### src/dsp_pkg.sv
// Shared constants for the dual serial port address decode block.
// Assumes a 10-bit host I/O address and 8-bit host data.
package dsp_pkg;
  localparam int ADDR_W    = 10;
  localparam int DATA_W    = 8;
  localparam int NPORT     = 2;
  localparam int NLINE     = 4;
  localparam int SW_W      = 8;
  localparam int BASE_SW_W = 7;
  localparam int REG_SEL_W = 3;
  localparam int SW_EN_POS = 7;

  // Request line order on the route headers and line pins
  localparam int LINE_IRQ2_9 = 0;
  localparam int LINE_IRQ3   = 1;
  localparam int LINE_IRQ4   = 2;
  localparam int LINE_IRQ5   = 3;

  // Switch bit i is position i+1; a one means open
  localparam logic [SW_W-1:0]  FACTORY_SW_P1    = 8'h7f;
  localparam logic [SW_W-1:0]  FACTORY_SW_P2    = 8'h7d;
  localparam logic [NLINE-1:0] FACTORY_ROUTE_P1 = 4'h4;
  localparam logic [NLINE-1:0] FACTORY_ROUTE_P2 = 4'h2;

  // Local interrupt block, eight locations
  localparam logic [ADDR_W-1:0]    CTRL_BASE  = 10'h100;
  localparam logic [REG_SEL_W-1:0] OFS_STATUS = 3'h0;
  localparam logic [REG_SEL_W-1:0] OFS_MASK   = 3'h1;
  localparam logic [REG_SEL_W-1:0] OFS_SW1    = 3'h2;
  localparam logic [REG_SEL_W-1:0] OFS_SW2    = 3'h3;

  // Synchroniser word {switch, route, gate, irq, rts}
  localparam int SYNC_W      = 15;
  localparam int F_SW_LSB    = 7;
  localparam int F_ROUTE_LSB = 3;
  localparam int F_GATE      = 2;
  localparam int F_IRQ       = 1;
  localparam int F_RTS       = 0;
  // Port disabled and nothing routed until the pins are seen
  localparam logic [SYNC_W-1:0] SYNC_RST = 15'h7f80;
endpackage

### src/dsp_port_if.sv
// Interface between the top and one port decode slice.
// Assumes the host address is already on the block clock.
`timescale 1ns/1ps
interface dsp_port_if;
  import dsp_pkg::*;
  logic [ADDR_W-1:0] addr;
  logic              hit;
  logic              irq_s;
  logic [SW_W-1:0]   sw_s;
  modport host (output addr, input hit, irq_s, sw_s);
  modport port (input addr, output hit, irq_s, sw_s);
endinterface

### src/dsp_top.sv
// Host glue for a two-port serial adapter: decode, routing, drivers.
// Assumes a host master on clk with one-cycle read and write strobes.
`timescale 1ns/1ps
module dsp_top (
  input  wire logic                         clk,
  input  wire logic                         resetn,
  input  wire logic [dsp_pkg::ADDR_W-1:0]   host_addr,
  input  wire logic [dsp_pkg::DATA_W-1:0]   host_wdata,
  input  wire logic                         host_wr,
  input  wire logic                         host_rd,
  output logic      [dsp_pkg::DATA_W-1:0]   host_rdata,
  input  wire logic [dsp_pkg::SW_W-1:0]     port_one_address_switch,
  input  wire logic [dsp_pkg::SW_W-1:0]     port_two_address_switch,
  input  wire logic [dsp_pkg::NLINE-1:0]    irq_route_header_a,
  input  wire logic [dsp_pkg::NLINE-1:0]    irq_route_header_b,
  input  wire logic                         port_one_driver_gate_jumper,
  input  wire logic                         port_two_driver_gate_jumper,
  output logic      [dsp_pkg::NPORT-1:0]    uart_cs,
  output logic                              uart_wr,
  output logic                              uart_rd,
  output logic      [dsp_pkg::REG_SEL_W-1:0] uart_reg_sel,
  output logic      [dsp_pkg::DATA_W-1:0]   uart_wdata,
  input  wire logic [dsp_pkg::DATA_W-1:0]   uart1_rdata,
  input  wire logic [dsp_pkg::DATA_W-1:0]   uart2_rdata,
  input  wire logic [dsp_pkg::NPORT-1:0]    uart_irq,
  input  wire logic [dsp_pkg::NPORT-1:0]    uart_rts,
  output logic      [dsp_pkg::NLINE-1:0]    irq_line_o,
  output logic      [dsp_pkg::NLINE-1:0]    irq_line_oe,
  output logic      [dsp_pkg::NPORT-1:0]    drv_en,
  output logic                              irq_out
);
  import dsp_pkg::*;

  dsp_port_if pif [NPORT] ();

  logic [SW_W-1:0]      sw_pin    [NPORT];
  logic [NLINE-1:0]     route_pin [NPORT];
  logic [NPORT-1:0]     gate_pin;
  logic [NLINE-1:0]     line_o_p  [NPORT];
  logic [NLINE-1:0]     line_oe_p [NPORT];
  logic [NPORT-1:0]     hit;
  logic [NPORT-1:0]     irq_s;
  logic [NPORT-1:0]     irq_event;
  logic                 strobe;
  logic                 ctrl_hit;
  logic                 clr_status;
  logic                 wr_mask;
  logic [REG_SEL_W-1:0] ofs;

  logic [NPORT-1:0]  status_reg, status_next;
  logic [NPORT-1:0]  mask_reg, mask_next;
  logic [NPORT-1:0]  irq_prev_reg, irq_prev_next;
  logic [DATA_W-1:0] rdata_reg, rdata_next;

  // Switch pattern as the address bits it selects, A9 first
  function automatic logic [BASE_SW_W-1:0] base_of(
      input logic [SW_W-1:0] sw);
    logic [BASE_SW_W-1:0] b;
    b = '0;
    for (int i = 0; i < BASE_SW_W; i++) begin
      b[BASE_SW_W-1-i] = sw[i];
    end
    return b;
  endfunction

  function automatic logic [DATA_W-1:0] widen_port(
      input logic [NPORT-1:0] v);
    return {{(DATA_W-NPORT){1'b0}}, v};
  endfunction

  assign sw_pin[0]    = port_one_address_switch;
  assign sw_pin[1]    = port_two_address_switch;
  assign route_pin[0] = irq_route_header_a;
  assign route_pin[1] = irq_route_header_b;
  assign gate_pin[0]  = port_one_driver_gate_jumper;
  assign gate_pin[1]  = port_two_driver_gate_jumper;

  // Each slice keeps its own decode, enable, route and gate
  generate
    for (genvar p = 0; p < NPORT; p++) begin : g_port
      assign pif[p].addr = host_addr;
      assign hit[p]      = pif[p].hit;
      assign irq_s[p]    = pif[p].irq_s;
      dsp_port u_port (
        .clk         (clk),
        .resetn      (resetn),
        .bus         (pif[p]),
        .addr_switch (sw_pin[p]),
        .irq_route   (route_pin[p]),
        .gate_jumper (gate_pin[p]),
        .uart_irq    (uart_irq[p]),
        .uart_rts    (uart_rts[p]),
        .irq_line_o  (line_o_p[p]),
        .irq_line_oe (line_oe_p[p]),
        .drv_en      (drv_en[p])
      );
    end
  endgenerate

  // Wired line: enables combine, low level is shared
  assign irq_line_oe = line_oe_p[0] | line_oe_p[1];
  assign irq_line_o  = line_o_p[0] & line_o_p[1];

  assign strobe = host_wr || host_rd;
  assign ofs    = host_addr[REG_SEL_W-1:0];

  // Port one wins if both banks are set to the same block
  assign uart_cs[0] = strobe && hit[0];
  assign uart_cs[1] = strobe && hit[1] && !hit[0];
  // Controller owns buffers, rate and format behind these strobes
  assign uart_wr      = host_wr;
  assign uart_rd      = host_rd;
  assign uart_reg_sel = ofs;
  assign uart_wdata   = host_wdata;

  // Local block yields to any serial port placed over it
  assign ctrl_hit = (host_addr[ADDR_W-1:REG_SEL_W]
                     == CTRL_BASE[ADDR_W-1:REG_SEL_W]) && (hit == '0);
  assign clr_status = host_wr && ctrl_hit && (ofs == OFS_STATUS);
  assign wr_mask    = host_wr && ctrl_hit && (ofs == OFS_MASK);

  assign irq_event = irq_s & ~irq_prev_reg;

  always_comb begin
    irq_prev_next = irq_s;
    // New event beats a same-cycle write-one clear
    status_next   = status_reg;
    if (clr_status) begin
      status_next = status_reg & ~host_wdata[NPORT-1:0];
    end
    status_next = status_next | irq_event;
    mask_next   = wr_mask ? host_wdata[NPORT-1:0] : mask_reg;
    rdata_next  = '0;
    if (host_rd) begin
      if (hit[0]) begin
        rdata_next = uart1_rdata;
      end else if (hit[1]) begin
        rdata_next = uart2_rdata;
      end else if (ctrl_hit && ofs == OFS_STATUS) begin
        rdata_next = widen_port(status_reg);
      end else if (ctrl_hit && ofs == OFS_MASK) begin
        rdata_next = widen_port(mask_reg);
      end else if (ctrl_hit && ofs == OFS_SW1) begin
        rdata_next = pif[0].sw_s;
      end else if (ctrl_hit && ofs == OFS_SW2) begin
        rdata_next = pif[1].sw_s;
      end
    end
  end

  always_ff @(posedge clk) begin
    if (!resetn) begin
      status_reg   <= '0;
      mask_reg     <= '0;
      irq_prev_reg <= '0;
      rdata_reg    <= '0;
    end else begin
      status_reg   <= status_next;
      mask_reg     <= mask_next;
      irq_prev_reg <= irq_prev_next;
      rdata_reg    <= rdata_next;
    end
  end

  assign host_rdata = rdata_reg;
  assign irq_out    = |(status_reg & mask_reg);
endmodule

### src/dsp_port.sv
// One serial port slice: pin filtering, base decode, request drive.
// Assumes switch, jumper, irq and rts pins are asynchronous to clk.
`timescale 1ns/1ps
module dsp_port (
  input  wire logic                     clk,
  input  wire logic                     resetn,
  dsp_port_if.port                      bus,
  input  wire logic [dsp_pkg::SW_W-1:0] addr_switch,
  input  wire logic [dsp_pkg::NLINE-1:0] irq_route,
  input  wire logic                     gate_jumper,
  input  wire logic                     uart_irq,
  input  wire logic                     uart_rts,
  output logic [dsp_pkg::NLINE-1:0]     irq_line_o,
  output logic [dsp_pkg::NLINE-1:0]     irq_line_oe,
  output logic                          drv_en
);
  import dsp_pkg::*;

  logic [SYNC_W-1:0] s1_reg, s2_reg, s3_reg, filt_reg, filt_next;
  logic [SW_W-1:0]   sw_f;
  logic [NLINE-1:0]  route_f;

  function automatic logic base_match(input logic [ADDR_W-1:0] a,
                                      input logic [SW_W-1:0]   sw);
    logic ok;
    ok = 1'b1;
    for (int i = 0; i < BASE_SW_W; i++) begin
      if (a[ADDR_W-1-i] != sw[i]) ok = 1'b0;
    end
    return ok;
  endfunction

  // Take a change only once stages two and three agree
  always_comb begin
    filt_next = (s2_reg & s3_reg) | (filt_reg & (s2_reg ^ s3_reg));
  end

  always_ff @(posedge clk) begin
    if (!resetn) begin
      s1_reg   <= SYNC_RST;
      s2_reg   <= SYNC_RST;
      s3_reg   <= SYNC_RST;
      filt_reg <= SYNC_RST;
    end else begin
      s1_reg   <= {addr_switch, irq_route, gate_jumper, uart_irq, uart_rts};
      s2_reg   <= s1_reg;
      s3_reg   <= s2_reg;
      filt_reg <= filt_next;
    end
  end

  assign sw_f      = filt_reg[F_SW_LSB +: SW_W];
  assign route_f   = filt_reg[F_ROUTE_LSB +: NLINE];
  assign bus.sw_s  = sw_f;
  assign bus.irq_s = filt_reg[F_IRQ];
  // Seven-bit compare of A9..A3, low three bits left free
  assign bus.hit   = base_match(bus.addr, sw_f) && !sw_f[SW_EN_POS];

  // Open drain, active low: any number of ports may share a line
  generate
    for (genvar l = 0; l < NLINE; l++) begin : g_line
      assign irq_line_o[l]  = 1'b0;
      assign irq_line_oe[l] = route_f[l] && filt_reg[F_IRQ];
    end
  endgenerate

  // Software keeps rts on one node only on a shared line
  assign drv_en = filt_reg[F_GATE] ? filt_reg[F_RTS] : 1'b1;
endmodule

### config.mk
export PLATFORM = sky130hd
export DESIGN_NAME = dsp_top
export DESIGN_NICKNAME = d
export VERILOG_FILES = /design/src/dsp_pkg.sv /design/src/dsp_port_if.sv /design/src/dsp_top.sv /design/src/dsp_port.sv
export SDC_FILE = /design/constraint.sdc
export NUM_CORES = 1
export LEC_CHECK = 0
export BUFFER_PORTS_ARGS = -buffer_cell sky130_fd_sc_hd__buf_2
export CORE_MARGIN = 2
export CORE_UTILIZATION = 45
export CTS_CLUSTER_SIZE = 28
export DETAILED_ROUTE_END_ITERATION = 8
export PLACE_DENSITY = 0.7
export SLEW_MARGIN = 20
export SYNTH_ARGS = -nofsm -noshare
export SYNTH_HDL_FRONTEND = slang
export SYNTH_SLANG_ARGS = --single-unit
### constraint.sdc
create_clock -name clk -period 2 [get_ports clk]
set_input_delay 0.4 -clock clk [delete_from_list [all_inputs] [get_ports clk]]
set_output_delay 0.4 -clock clk [all_outputs]
set_load 0.05 [all_outputs]
* Yosys cells after proc, flatten, opt, wreduce, memory -nomap -nowiden
Cells that the tools add are included.
Widths: inputs -> output; s select.
** Cells by class
- Equal/unequal tests :: 18
- Multiplexer cells :: 23
- Bitwise operators :: 15
- Reduce and logical (&&, ||, !) cells :: 29
** Operators by type and width (number)
- $and 15x15->15 :: 4
- $mux 8 :: 6
- $or 15x15->15 :: 2
- $xor 15x15->15 :: 2
- $logic_and 1x1->1 :: 21
- $mux 1 :: 16
- $ne 1x1->1 :: 14
- $eq 7x6->1 const B :: 1
- $and 2x2->2 :: 3
- $eq 3x2->1 const B :: 2
- $not 2->2 :: 2
- $or 4x4->4 :: 1
- $eq 3x1->1 const B :: 1
- $logic_not 1->1 :: 3
- $logic_not 3->1 :: 1
- $logic_not 2->1 :: 1
- $mux 2 :: 1
- $or 2x2->2 :: 1
- $reduce_and 2->1 :: 1
- $reduce_or 2->1 :: 1
- $logic_or 1x1->1 :: 1
** Storage, ports and cells
- Register bits after elaboration :: 134
- Input bits :: 68
- Output and inout port bits :: 34
- Word-level logic and storage cells :: 97

* Longest topological paths before layout
- Depth in word-level cells :: 18
- Gate-level depth with buffers :: 6
- Mapped depth without buffers :: 5

* By module
A second synthesis with hierarchy kept.
** Second synthesis, totals
- Cell total of the unflattened synthesis :: 482
- Area total of the unflattened synthesis :: 5117.4 µm²
** Modules (own cells, without submodules)
- dsp_port :: times used 2, cells each 184, area an instance 2075.7 µm², seq. area each 1201.2 µm²
- dsp_top :: times used 1, cells each 114, area an instance 965.9 µm², seq. area each 280.3 µm²

* Worst setup path before layout
No wires, ideal clock.
- Path type :: input to output
- From :: input port host_addr[3] (netlist name)
- To :: output port uart_cs[1] (netlist name)
- Arrival :: 2.068 ns
- Required time :: 1.600 ns
- Setup slack :: -0.468 ns
- Stages :: 6
- Path buffers :: 1
- Cells stage by stage :: xor2_1 nor4_1 nand2_1 clkbuf_1 a21oi_1 nor2b_1
** Between the ends
- Longest elaborated chain between the ends :: 5
- Elaborated cells between the ends (all ways) :: 9
- Those cells by class :: eq/ne (2); mux (2); reduce/logical (5)
** Ends and longest elaborated chain
- start: declaration :: RTL line dsp_top.sv:7 : input wire logic [dsp_pkg::ADDR_W-1:0] host_addr,
- $ne 1x1->1 :: RTL line dsp_port.sv:28 : if (a[ADDR_W-1-i] != sw[i]) ok = 1'b0;
- $mux 1 :: RTL line dsp_port.sv:28
- $logic_and 1x1->1 :: RTL line dsp_port.sv:57 : assign bus.hit = base_match(bus.addr, sw_f) && !sw_f[SW_EN_POS];
- $logic_and 1x1->1 or $logic_not 1->1 (tied branches) :: RTL line dsp_top.sv:109 : assign uart_cs[1] = strobe && hit[1] && !hit[0];
- $logic_and 1x1->1 * :: RTL line dsp_top.sv:109
- end: declaration :: RTL line dsp_top.sv:18 : output logic [dsp_pkg::NPORT-1:0] uart_cs,
Mark *: on every way between the ends. The rest lies on a longest branch, timed or not.

* Final worst setup path
- From :: register g_port[1].u_port.filt_reg[12]
- To :: output port uart_cs[1] (netlist name)
** Between the ends
- Longest elaborated chain between the ends :: 6
** Ends and longest elaborated chain
- start: declaration :: RTL line dsp_port.sv:19 : logic [SYNC_W-1:0] s1_reg, s2_reg, s3_reg, filt_reg, filt_next;
- start signal: assignment :: RTL line dsp_port.sv:48 : filt_reg <= filt_next;
- $ne 1x1->1 :: RTL line dsp_port.sv:28
- $mux 1 (2 in series) :: RTL line dsp_port.sv:28
- $logic_and 1x1->1 :: RTL line dsp_port.sv:57
- $logic_and 1x1->1 (2 in series) :: RTL line dsp_top.sv:109
Every way passes these cells.

==> reports/qor.csv <==
metric;value;unit
placedCellCount;654;
grt_max_degree;129;
final_core_util;56.81;%
start_util;45.71;%
synthArstFlopShare;0;%
violations;setup timing;
final_layout_size_suffix_gt1_share;26.73;%
fin_ws;-0.3294;ns
synthCells;452;
post_dp_cell_area;5426;µm²
power.density;1002;nW/µm²
synth_seq_cells;134;
r2r_slack;0.08;ns
num_io_pins;102;
reg2reg_to;host_rdata[1];
grt-ovfl-total;0;
crit_path_start_kind;flip-flop;
p_leak;2.661;nW
synth_area_leader_cell;dfxtp_1;
grt_pass1_wl;13330;µm
hold_class;input pin to flip-flop;
cts_buffers;17;
dp_hpwl;5685;µm
hold_violations;0;
setup_violations;2;
syn_area;4912;µm²
synth.top_cell.area_share;54.61;%
design.die.area;11770;µm²
fin_crit;2.329;ns
antenna_found_initial;0;
cp_cell_sequence;xor2_1 -> nor4_2 -> nand2_1 -> a21oi_2 -> nor2b_4 -> buf_6;
path_max_fanout;3;
finalNonFillerCells;690;
critPathArrivalTime;1.93;ns
ys_seq_area_share;54.61;%
coreArea;10750;µm²
rsz0062_at_grt;yes;
synthTopCellsByCount;dfxtp_1, nand2b_1, and2_1;
reg2reg_from;g_port[1].u_port.filt_reg[12];
port_buffers;85;
cts_tree;built;
whs;0.07175;ns
cp_top_family;simple AND/OR/NAND/NOR gates;
drcViolationCount;0;
whs_path_depth;2;
drt-total-wl;8356;µm
cp-end-kind;output port;
min_period_over_period;116.5;%
drtAntennaViolNets;0;
stdcell_area;6105;µm²
insertedDiodeCount;0;
place.gp.congestion;0.9105;
yosysUniqueCellTypes;25;
crit_type;flip-flop to output port;
clk_path_buf_depth;2;
nets;637;
grt.total_usage;14.67;%
synth_area_leaders;dfxtp_1, ha_1, nand2b_1;
drv_cap;0;
yosysWarnings;0;
clock-sinks;134;
required;1.60;ns
rows;38;
clock_skew;0.006134;ns
yosysMostFrequentCell;dfxtp_1;
root_buffer;clkbuf_8;
clkSlewWorstSetupHoldPaths;0.06;ns
worst-path-buf-inv;1;
area.growth.synth_to_final;24.27;%
slowest_delay;0.34;ns
dieWidth;108.5;µm
die_h;108.5;µm
holdBufCountCts;0;
syn_avg_cell_area;10.87;µm²
synth_edf_count;0;
fmax;429.3;MHz
grt_pass1_vias;3045;
synth_ff_type;dfxtp_1;
critical_path.slowest_cell;dfxtp_2;
worst-r2r-cell-count;7;
vias_per_cell;4.642;
drt_iter0_markers;169;
clk_latency;0.51;ns
via_count;3203;
htreeDepth;4;
dr.pass1.iters;6;
hold_start;port_two_address_switch[2];
vdd_drop_max;433.2;µV
final_max_slew_viol_count;0;
worstHoldEndpoint;g_port[1].u_port.s1_reg[9];
outcome;finished with violations;
wl_per_cell;12.11;µm
==> stage by stage <==
step	power [mW]	setup WS (ns)	setup TNS, ns
after floorplan	3.099	-0.02759	-0.02759
after global placement	3.166	-0.07546	-0.2201
after detailed placement	3.181	-0.1306	-0.4835
after CTS	6.180	-0.3405	-0.5384
after global routing	6.372	-0.4118	-0.8037
final	6.116	-0.3294	-0.6387
==> layer usage <==
metal	track usage [%]	share of wire (%)	up-vias
met5	0	0	-
met4	8.425	1.8	0
met3	4.521	5.8	13
met2	22.41	45	85
met1	18.28	48	1454
li1	-	-	1651
==> power breakdown <==
part | leakage [nW] | internal, mW | switching (mW)
registers | 1.10 | 2.76 | 0.0376
clock network | 0.276 | 1.94 | 1.04
logic | 1.29 | 0.156 | 0.181
==> worst max-delay path by stage <==
stage / from / to / slack, ns / cells past startpoint
2_1_floorplan: host_addr[3] / uart_cs[1] / -0.03 / 6
3_3_place_gp: host_addr[3] / uart_cs[1] / -0.08 / 7
3_5_place_dp: host_addr[5] / host_rdata[1] / -0.13 / 6
4_1_cts: g_port[1].u_port.filt_reg[9] / uart_cs[1] / -0.34 / 6
5_1_grt: g_port[0].u_port.filt_reg[7] / uart_cs[0] / -0.41 / 6
6_report: g_port[1].u_port.filt_reg[12] / uart_cs[1] / -0.33 / 6
==> cells by family (layout without fill, tap and decap cells) <==
family,Yosys count,count (layout),share of synthesized area (%)
flops,134,134,54.61
simple gates,182,182,22.62
buf+inv,37,132,4.279
xor+xnor,14,14,2.496
mux,16,16,3.770
compound gates,38,38,4.508
fa+ha+maj,30,30,7.641
other cells,1,4,0.07634
==> final cells by class <==
type	count	area, µm²
repair buffers	102	584.3
clock buffers	21	449.2
clock inverters	9	127.6
multi-input cells	284	2076
flip-flops and latches	134	2693
well taps	140	175.2
fillers	944	4641
==> repair_timing <==
action                                  4_1_cts  5_1_grt
buffers inserted                              3        3
endpoints found under the setup margin        2        4
pin swaps                                     4        4
gates resized for setup                      12        6
==> layout by cell type (no fill, tap or decap), types with 4 or more instances in the layout <==
cell | Yosys | routed
dfxtp_1 | 134 | 128
nand2_1 | 25 | 24
nand2b_1 | 50 | 50
buf_2 | 0 | 82
and2_1 | 46 | 46
nor2b_1 | 19 | 18
conb_1 | 1 | 4
mux2i_1 | 14 | 14
nand3b_1 | 19 | 19
a21oi_1 | 21 | 20
buf_4 | 19 | 17
a22o_1 | 5 | 5
dfxtp_2 | 0 | 5
xor2_1 | 14 | 14
nor2_1 | 11 | 10
o21ai_0 | 8 | 8
clkbuf_16 | 0 | 16
ha_1 | 30 | 30
Note: power is estimated with default switching activity, not from simulation.
